--- config.mk ---
export PLATFORM = sky130hd
export DESIGN_NAME = vfd_shift_latch_driver
export DESIGN_NICKNAME = d
export VERILOG_FILES = /design/src/vfd_pkg.sv /design/src/bit_stream_if.sv /design/src/bit_fifo.sv /design/src/vfd_shift_latch_driver.sv
export SDC_FILE = /design/constraint.sdc
export NUM_CORES = 1
export LEC_CHECK = 0
export ABC_AREA = 0
export BUFFER_PORTS_ARGS = -buffer_cell sky130_fd_sc_hd__buf_2
export CAP_MARGIN = 0
export CORE_AREA = 5 5 74 76
export CTS_CLUSTER_DIAMETER = 150
export DETAILED_ROUTE_END_ITERATION = 10
export DIE_AREA = 0 0 79 81
export GPL_TIMING_DRIVEN = 0
export PLACE_DENSITY = 0.79
export SLEW_MARGIN = 20
export SYNTH_ARGS = -nofsm -noshare
export SYNTH_HDL_FRONTEND = slang
export SYNTH_SLANG_ARGS = --single-unit
--- constraint.sdc ---
create_clock -name ref_clk -period 7.9 [get_ports ref_clk]
set_clock_uncertainty 0.2 [all_clocks]
set_input_delay 0.395 -clock ref_clk [delete_from_list [all_inputs] [get_ports ref_clk]]
set_output_delay 0.395 -clock ref_clk [all_outputs]
set_load 0.02 [all_outputs]
--- src/vfd_pkg.sv ---
// Purpose: shared constants for the serial shift/hold display driver
// Assumes: one host word per display update, bits sent first-to-last
// Notes: widths fixed at the documented stage count
package vfd_pkg;
  localparam int STAGE_COUNT = 20;
  localparam int LAST_STAGE = STAGE_COUNT - 1;
  localparam int BIT_W = 1;
  localparam int FIFO_DEPTH = 4;
  localparam logic [STAGE_COUNT-1:0] DRIVE_BLANKED = 20'h00000;
  localparam logic SYNC_RESET = 1'b0;
endpackage : vfd_pkg

--- src/bit_stream_if.sv ---
// Purpose: valid/ready carrier for sampled serial bits
// Assumes: both ends on ref_clk
// Notes: src drives data and valid, snk drives ready
interface bit_stream_if #(
  parameter int WIDTH = 1
);
  logic valid;
  logic ready;
  logic [WIDTH-1:0] data;
  modport src (output valid, output data, input ready);
  modport snk (input valid, input data, output ready);
endinterface : bit_stream_if

--- src/bit_fifo.sv ---
// Purpose: small FIFO between edge sampling and the shift stages
// Assumes: single clock, asynchronous active-high reset
// Notes: honest full/empty from an occupancy count
module bit_fifo #(
  parameter int WIDTH = 1,
  parameter int DEPTH = 4
) (
  input wire logic ref_clk,
  input wire logic sys_rst,
  bit_stream_if.snk fill,
  bit_stream_if.src drain
);
  localparam int IDX_W = $clog2(DEPTH);
  localparam int CNT_W = $clog2(DEPTH + 1);
  localparam logic [IDX_W-1:0] IDX_LAST = IDX_W'(DEPTH - 1);
  localparam logic [CNT_W-1:0] CNT_FULL = CNT_W'(DEPTH);

  logic [WIDTH-1:0] mem_q [DEPTH];
  logic [IDX_W-1:0] wr_q;
  logic [IDX_W-1:0] rd_q;
  logic [CNT_W-1:0] count_q;
  logic push;
  logic pop;

  function automatic logic [IDX_W-1:0] bump(input logic [IDX_W-1:0] p);
    return (p == IDX_LAST) ? '0 : p + 1'b1;
  endfunction : bump

  assign fill.ready = (count_q != CNT_FULL);
  assign drain.valid = (count_q != '0);
  assign drain.data = mem_q[rd_q];
  assign push = fill.valid && fill.ready;
  assign pop = drain.valid && drain.ready;

  always_ff @(posedge ref_clk) begin
    if (push) begin
      mem_q[wr_q] <= fill.data;
    end
  end

  always_ff @(posedge ref_clk or posedge sys_rst) begin
    if (sys_rst) begin
      wr_q <= '0;
      rd_q <= '0;
      count_q <= '0;
    end else begin
      if (push) begin
        wr_q <= bump(wr_q);
      end
      if (pop) begin
        rd_q <= bump(rd_q);
      end
      if (push && !pop) begin
        count_q <= count_q + 1'b1;
      end else if (pop && !push) begin
        count_q <= count_q - 1'b1;
      end
    end
  end
endmodule : bit_fifo

--- src/vfd_shift_latch_driver.sv ---
// Purpose: serial shift stages feeding hold stages and blanked drive outputs
// Assumes: host pins are asynchronous to ref_clk; shift clock far slower
// Notes: host pins are sampled, so pin timing is in ref_clk cycles
// How it works
// - on each shift clock rise every stage after the first takes its predecessor's value.
// - on that same rise the first stage captures the serial data input.
// - without a shift clock rise the shift stages keep their contents.
// - while the transfer gate is high the hold stages follow the shifts.
// - while the transfer gate is low the hold stages keep their values.
// - with output_blank low each drive output shows its own hold stage.
// - with output_blank high every drive output is forced low.
// - the cascade output always shows the last shift stage.
// - the cascade output can feed the serial input of the next device.
module vfd_shift_latch_driver
  import vfd_pkg::*;
(
  input wire logic ref_clk,
  input wire logic sys_rst,
  input wire logic serial_in,
  input wire logic shift_clk,
  input wire logic transfer_gate,
  input wire logic output_blank,
  output logic serial_out,
  output logic [vfd_pkg::STAGE_COUNT-1:0] drive_outputs,
  output logic shift_overrun
);
  import vfd_pkg::*;

  // pin slots inside the synchroniser vectors
  localparam int PIN_COUNT = 4;
  localparam int PIN_CLK = 0;
  localparam int PIN_DATA = 1;
  localparam int PIN_GATE = 2;
  localparam int PIN_BLANK = 3;
  localparam int FIRST_STAGE = 0;
  // output_blank resets high so no stale pattern leaks out of reset
  localparam logic [PIN_COUNT-1:0] PIN_IDLE = {
    1'b1,
    {(PIN_COUNT - 1){SYNC_RESET}}
  };

  // low-to-high change between two samples of one level
  function automatic logic rose(
    input logic now_lvl,
    input logic was_lvl
  );
    return now_lvl && !was_lvl;
  endfunction : rose

  logic [PIN_COUNT-1:0] pins;
  logic [PIN_COUNT-1:0] meta_q;
  logic [PIN_COUNT-1:0] sync_q;
  logic clk_prev_q;
  logic gate_prev_q;
  logic clk_s;
  logic data_s;
  logic gate_s;
  logic blank_s;
  logic clk_rise;
  logic gate_rise;
  logic bit_taken;
  logic bit_lost;

  logic [STAGE_COUNT-1:0] shift_stages_q;
  logic [STAGE_COUNT-1:0] hold_stages_q;
  logic [STAGE_COUNT-1:0] drive_outputs_q;
  logic shift_overrun_q;

  bit_stream_if #(.WIDTH(BIT_W)) sampled ();
  bit_stream_if #(.WIDTH(BIT_W)) to_shift ();

  assign pins[PIN_CLK] = shift_clk;
  assign pins[PIN_DATA] = serial_in;
  assign pins[PIN_GATE] = transfer_gate;
  assign pins[PIN_BLANK] = output_blank;

  // latency from a pin edge: two synchroniser flops, then the FIFO
  // flop; a shift lands four cycles after the pin rise, one more when
  // the pop is stalled by a gate opening in the same cycle
  // limitation: each pin level must stand two ref_clk cycles or more,
  // or the edge is lost before the synchroniser can see it

  // two flops per pin; only the second is read by logic
  for (genvar p = 0; p < PIN_COUNT; p++) begin : g_sync
    always_ff @(posedge ref_clk or posedge sys_rst) begin
      if (sys_rst) begin
        meta_q[p] <= PIN_IDLE[p];
      end else begin
        meta_q[p] <= pins[p];
      end
    end

    always_ff @(posedge ref_clk or posedge sys_rst) begin
      if (sys_rst) begin
        sync_q[p] <= PIN_IDLE[p];
      end else begin
        sync_q[p] <= meta_q[p];
      end
    end
  end

  assign clk_s = sync_q[PIN_CLK];
  assign data_s = sync_q[PIN_DATA];
  assign gate_s = sync_q[PIN_GATE];
  assign blank_s = sync_q[PIN_BLANK];

  // previous synced levels for edge finding
  always_ff @(posedge ref_clk or posedge sys_rst) begin
    if (sys_rst) begin
      clk_prev_q <= PIN_IDLE[PIN_CLK];
    end else begin
      clk_prev_q <= clk_s;
    end
  end

  always_ff @(posedge ref_clk or posedge sys_rst) begin
    if (sys_rst) begin
      gate_prev_q <= PIN_IDLE[PIN_GATE];
    end else begin
      gate_prev_q <= gate_s;
    end
  end

  assign clk_rise = rose(clk_s, clk_prev_q);
  assign gate_rise = rose(gate_s, gate_prev_q);

  assign sampled.valid = clk_rise;
  assign sampled.data = data_s;

  bit_fifo #(.WIDTH(BIT_W), .DEPTH(FIFO_DEPTH)) u_fifo (
    .ref_clk(ref_clk),
    .sys_rst(sys_rst),
    .fill(sampled),
    .drain(to_shift)
  );

  // one-cycle stall on gate opening keeps the captured word steady
  assign to_shift.ready = !gate_rise;
  assign bit_taken = to_shift.valid && to_shift.ready;
  assign bit_lost = sampled.valid && !sampled.ready;

  // a rise lost to a full FIFO is reported, never silently dropped
  always_ff @(posedge ref_clk or posedge sys_rst) begin
    if (sys_rst) begin
      shift_overrun_q <= 1'b0;
    end else if (bit_lost) begin
      shift_overrun_q <= 1'b1;
    end
  end

  always_ff @(posedge ref_clk) begin
    if (bit_taken) begin
      shift_stages_q[FIRST_STAGE] <= to_shift.data[FIRST_STAGE];
    end
  end

  for (genvar s = FIRST_STAGE + 1; s < STAGE_COUNT; s++) begin : g_shift
    always_ff @(posedge ref_clk) begin
      if (bit_taken) begin
        shift_stages_q[s] <= shift_stages_q[s-1];
      end
    end
  end

  // one hold stage per shift stage
  for (genvar s = 0; s < STAGE_COUNT; s++) begin : g_hold
    always_ff @(posedge ref_clk) begin
      if (gate_s) begin
        hold_stages_q[s] <= shift_stages_q[s];
      end
    end
  end

  // one driver per hold stage; a flop so outputs never glitch
  for (genvar s = 0; s < STAGE_COUNT; s++) begin : g_drive
    always_ff @(posedge ref_clk or posedge sys_rst) begin
      if (sys_rst) begin
        drive_outputs_q[s] <= DRIVE_BLANKED[s];
      end else if (blank_s) begin
        drive_outputs_q[s] <= DRIVE_BLANKED[s];
      end else begin
        drive_outputs_q[s] <= hold_stages_q[s];
      end
    end
  end

  assign serial_out = shift_stages_q[LAST_STAGE];
  assign drive_outputs = drive_outputs_q;
  assign shift_overrun = shift_overrun_q;
endmodule : vfd_shift_latch_driver

==> results.txt, run 1 <==
Status -> complete, no violations
DR pass1 iterations -> 4
Die X -> 79 microns
Synth Warn # -> 0
Setup-failing EPs final -> 0
GP Congestion -> 0.695
WS Path Type -> reg -> reg
Overall routed net length -> 3440 microns
Area growth syn-to-layout -> 15.5%
Startpoint Class -> flip-flop
First-pass GRT wire length -> 5980 microns
Leakage -> 0.00135 uW
Worst Tran Pin Value -> 0.897 ns
Initial antenna violation count -> 0
Crit-path max FO -> 23
Core box area -> 4660 sq um
Mapped cell area -> 2750 sq um
Fmax -> 346 MHz
Syn Nets -> 153
Row count -> 25
Met2 usage -> 19.5%
Layout cell share with drive strength beyond 1 -> 28.3%
Clk buf depth -> 2
Worst hold slack -> 0.00374 ns
Worst stage delay on the critical path -> 0.74 ns
Final ANT Viol Nets -> 0
Worst path most repeated cell -> inv_1
Via density -> 4.92
Slew margin rel. -> 40.2%
Met1 usage -> 16.2%
RSZ-0062 raised after global routing -> no
Synth Instances -> 140
Sequential area share after synthesis -> 82.8%
GR peak layer -> met2
Crit-path cells -> a21oi_4, inv_1, ha_1, inv_1, fa_1, mux2_2
CTS tree -> built
Die Span Y -> 81 microns
Minimum clock period -> 2.89 ns
1st-iter DRT viols -> 90
IO Port Bufs -> 27
Critical Path RT -> 7.91 ns
Bufs and invs on worst path -> 2
M3 GR Usage -> 4.77%
Setup TNS -> 0 ns
Clk_lat worst skew -> 0.33 ns
TritonCTS buffer count -> 9
Final Hold Viols -> 0
Final Max Slew Viols -> 0
CP max stage cell -> a21oi_4
Largest net degree at the start of global routing -> 39
Delay-heaviest family, CP -> compound AO/OA/AOI/OAI gates
Clock Pin Slew Worst Setup and Hold Paths -> 0.07 ns
Clock sinks -> 82
HPWL after detailed placement -> 2270 microns
# nets final -> 195
Critical path endpoint category -> flip-flop
Max Cap Violations -> 0
Detailed-route via count -> 1185
Buffer count from post-CTS setup fixing -> 0
Ratio of final minimum period to clock period -> 36.6%
DRC errors left -> 0
Grt ovf -> 0
Initial Utilization -> 59.0%
Worst EP arrival -> 2.91 ns
Max VDD drop -> 0.178 mV
Wire per inst -> 14.3 microns
Tot GR Track Use -> 13.0%
HP Class -> in -> async
Netlist cell types -> 21
Synth Area per Inst -> 19.6 sq um
I/O Pins -> 28
Htree depth -> 3
FF+latch count, synth -> 82
Die area -> 6400 sq um
Number of global-route vias before repair -> 1236
Pwr/cell area -> 360 nW/um^2
Root buf cell -> clkbuf_8
Antenna diode count -> 0
==> per-layer routing <==
layer  vias to the layer above  share of wire (%)
li1                        559                  -
met1                       585                 42
met2                        33                 50
met3                         8                6.3
met4                         0                2.2
met5                         -                  0
==> per-stage QoR <==
step / power [uW] / setup WS, ns / instance area, sq um / utilization [%] / instances
global route: 1210 / 4.75 / 3170 / 68.1 / 241
CTS: 1160 / 4.94 / 3170 / 68.1 / 241
floorplan: 813 / 5.34 / 2750 / - / 140
detailed placement: 885 / 4.96 / 2950 / 63.3 / 221
finish: 1140 / 5.01 / 3170 / 68.1 / 241
global placement: 859 / 5.08 / 2950 / 63.3 / 221
==> Yosys cell counts, drive strengths merged <==
cell type,number,area [sq um]
a21oi,2,32.5
nand2b,1,6.26
clkbuf,2,7.51
dfstp,2,52.6
nor3,1,10.0
nor2b,20,125
dfrtp,36,901
edfxtp,44,1320
and2,4,25.0
nand2,1,3.75
inv,6,22.5
mux4,1,22.5
xor2,2,17.5
mux2,5,71.3
fa,1,20.0
ha,6,75.1
nor2,4,17.5
o21bai,1,7.51
xnor2,1,8.76
==> layout by cell type, fill, tap and decap left out, drive strengths merged, types with 2 or more instances in the layout <==
master       instances
a21oi                2
and2                 4
buf                 27
clkbuf              16
clkinv               2
dfrtp               36
dfstp                2
dlygate4sd3          4
edfxtp              44
ha                   6
inv                  6
mux2                 5
nor2                 4
nor2b               20
xor2                 2
==> power by group <==
group	total, uW	switching, uW	internal (uW)
combinational	187	98.8	88.3
sequential	687	69.4	618
clock	270	128	141
total	1140	297	847
==> logic make-up (layout without fill, tap and decap cells) <==
family | after synthesis | count (layout) | share of synthesized area, %
AOI/OAI and AO/OA | 3 | 3 | 1.46
xor gates and xnor gates | 3 | 3 | 0.956
adders and majority gates | 7 | 7 | 3.46
buffers and inverters | 8 | 55 | 1.09
DFF | 82 | 82 | 82.8
muxes | 6 | 6 | 3.42
and+or+nand+nor | 31 | 31 | 6.83
==> worst reg2reg max path, cell delays in order, from the launching register on <==
cell and delay [ns]:
dfrtp_1 0.71, a21oi_4 0.75, inv_1 0.10, ha_1 0.26
inv_1 0.08, fa_1 0.41, mux2_2 0.27
==> repair_timing <==
action / in CTS / in global routing
gates resized for setup: 0 / 0
hold buffers: 4 / 0
hold endpoints to repair: 4 / 0
==> path summary, 6_finish.rpt <==
kind / startpoint / to / slack (ns) / cells past startpoint
max in group asynchronous: sys_rst / drive_outputs[6] / 7.00 / 2
setup / recovery: gate_s / u_fifo.count_q[1] / 5.01 / 6
hold reg to reg: meta_q[2] / gate_s / 0.15 / 0
setup reg to reg: gate_s / u_fifo.count_q[1] / 5.01 / 6
min in group ref_clk: meta_q[2] / gate_s / 0.15 / 0
hold / removal: sys_rst / gate_s / 0.004 / 2
==> registers in the layout, indices dropped and copies added (netlist names), 2 cells and up <==
register / count
u_fifo.wr_q: 2
u_fifo.rd_q: 2
shift_stages_q: 19
drive_outputs: 20
meta_q: 4
hold_stages_q: 20
u_fifo.count_q: 3
u_fifo.mem_q: 4
==> area by class of cell <==
| cell class | instances | area [sq um] |
|---|---|---|
| Multi-Input combinational cell | 50 | 443 |
| Timing Repair Buffer | 31 | 175 |
| Clock buffer | 14 | 174 |
| Fill cell | 319 | 1490 |
| Sequential cell | 82 | 2270 |
| Clock inverter | 2 | 10.0 |
| Buffer | 2 | 7.51 |
| Inverter | 6 | 22.5 |
| Tap cell | 54 | 67.6 |
Power figures use the tool's default switching activity.
==> run 2, diff against run 1 <==
- CORE_AREA: 5 5 74 76 -> 5 5 76 78
- DIE_AREA: 0 0 79 81 -> 0 0 81 83
- PLACE_DENSITY: 0.79 -> 0.75
- clock period: 7.9 -> 2.8 ns (I/O delays scaled with it)
==> results.txt, run 2 (synthesis results as in run 1) <==
Largest net degree at the start of global routing -> 39
CTS tree -> built
Hold Startpoint -> meta_q[0]
Tot GR Track Use -> 12.0%
Fmax -> 403 MHz
Root buf cell -> clkbuf_8
M3 GR Usage -> 5.30%
# nets final -> 197
Grt ovf -> 0
First-pass GRT wire length -> 5960 microns
Setup-failing EPs final -> 0
Number of global-route vias before repair -> 1289
Worst Tran Pin Value -> 0.769 ns
Status -> complete, no violations
CP max stage cell -> dfrtp_2
Most common cell after layout, fill and taps aside -> edfxtp_1
Fin cells -> 259
Layout cell share with drive strength beyond 1 -> 29.6%
Max Cap Violations -> 0
Pwr/cell area -> 1010 nW/um^2
Final ANT Viol Nets -> 0
Worst path most repeated cell -> inv_1
Area growth syn-to-layout -> 17.3%
Met1 usage -> 13.3%
RR Startpoint -> gate_s
Via density -> 4.59
Area of the multi-input gates -> 452 sq um
Clock Pin Slew Worst Setup and Hold Paths -> 0.07 ns
Final Hold Viols -> 0
Sequential cell area -> 2280 sq um
Clk_lat worst skew -> 0.33 ns
Slew margin rel. -> 48.7%
HPWL after detailed placement -> 2360 microns
Worst hold slack -> 0.159 ns
Worst hold stages -> 0
WS Path Type -> reg -> reg
Minimum clock period -> 2.48 ns
Initial antenna violation count -> 0
DRC errors left -> 0
Final Util -> 64.4%
Ratio of final minimum period to clock period -> 88.5%
Detailed-route via count -> 1188
Core box area -> 5010 sq um
Crit-path cells -> a21oi_4, inv_1, ha_1, inv_1, fa_1, mux2_2
Row count -> 26
Leakage -> 0.00135 uW
Sequential share of power -> 59.1%
Placed Cells -> 237
Startpoint Class -> flip-flop
GR peak layer -> met2
Buffer count from post-CTS setup fixing -> 0
Clk pwr share -> 24.4%
Met2 usage -> 20.2%
Int Power -> 2400 uW
Levels on crit path -> 6
Combinational power share -> 16.5%
Clock sinks -> 82
Crit-path max FO -> 23
1st-iter DRT viols -> 39
IO Port Bufs -> 27
Antenna diode count -> 0
Die area -> 6720 sq um
Worst EP arrival -> 2.50 ns
Final setup margin -> 0.322 ns
Switch share -> 26.5%
I/O Pins -> 28
DR pass1 iterations -> 4
Htree depth -> 3
Max VDD drop -> 0.668 mV
Wire per inst -> 13.7 microns
Commonest cells after routing, fill and taps aside -> 44 x edfxtp_1, 35 x dfrtp_1, 27 x buf_2
Die Span Y -> 83 microns
Final Power -> 3270 uW
TritonCTS buffer count -> 9
Cell count of the worst reg-to-reg path -> 6
Delay-heaviest family, CP -> adder cells
RSZ-0062 raised after global routing -> no
Critical Path RT -> 2.82 ns
Overall routed net length -> 3560 microns
HP Class -> reg -> reg
CP Launch Point -> gate_s
Initial Utilization -> 54.8%
Net switching power -> 865 uW
Critical path endpoint category -> flip-flop
Worst stage delay on the critical path -> 0.60 ns
Die X -> 81 microns
Final Max Slew Viols -> 0
Filler cells -> 373
Placement Setup Slack -> -0.172 ns
Bufs and invs on worst path -> 2
GP Congestion -> 0.748
Clk buf depth -> 2
[run 2: final timing paths]
check	to	slack, ns
max	u_fifo.count_q[1]	0.32
min reg2reg	clk_s	0.16
max in group asynchronous	gate_s	1.56
min in group asynchronous	u_fifo.count_q[2]	0.30
min	clk_s	0.16
max reg2reg	u_fifo.count_q[1]	0.32
[run 2: through the flow]
stage	setup TNS [ns]	area [sq um]
detailed placement	-0.242	2970
finish	0	3220
global placement	-0.0480	2970
global route	0	3220
floorplan	0	2750
CTS	0	3220
[run 2: area by class of cell]
type	count	area share, %
Tap cell	70	2.72
Sequential cell	82	70.6
Multi-Input combinational cell	51	14.0
Buffer	2	0.233
Timing Repair Buffer	32	5.74
Inverter	6	0.698
Clock buffer	10	3.96
Clock inverter	6	2.06
[run 2: power by group through the flow]
stage,clock network (uW),registers [uW],logic [uW]
final,798,1930,538
after floorplan,0,1980,318
after global placement,0,1930,494
after global routing,881,1980,603
after detailed placement,0,1960,533
after CTS,825,1940,554
[run 2: metal layers]
metal | wire length (microns) | vias up | part of all wire [%]
li1 | - | 570 | -
met1 | 1420 | 580 | 40
met2 | 1900 | 36 | 53
met3 | 229 | 2 | 6.4
met4 | 14 | 0 | 0.39
met5 | 0 | - | 0
[run 2: repair_timing]
| action | CTS | global route |
|---|---|---|
| gates resized for setup | 0 | 1 |
| setup endpoints to repair | 2 | 2 |
| endpoints found under the hold margin | 40 | 0 |
| cloned | 1 | 0 |
| pin swaps | 1 | 0 |
| hold buffers | 5 | 0 |
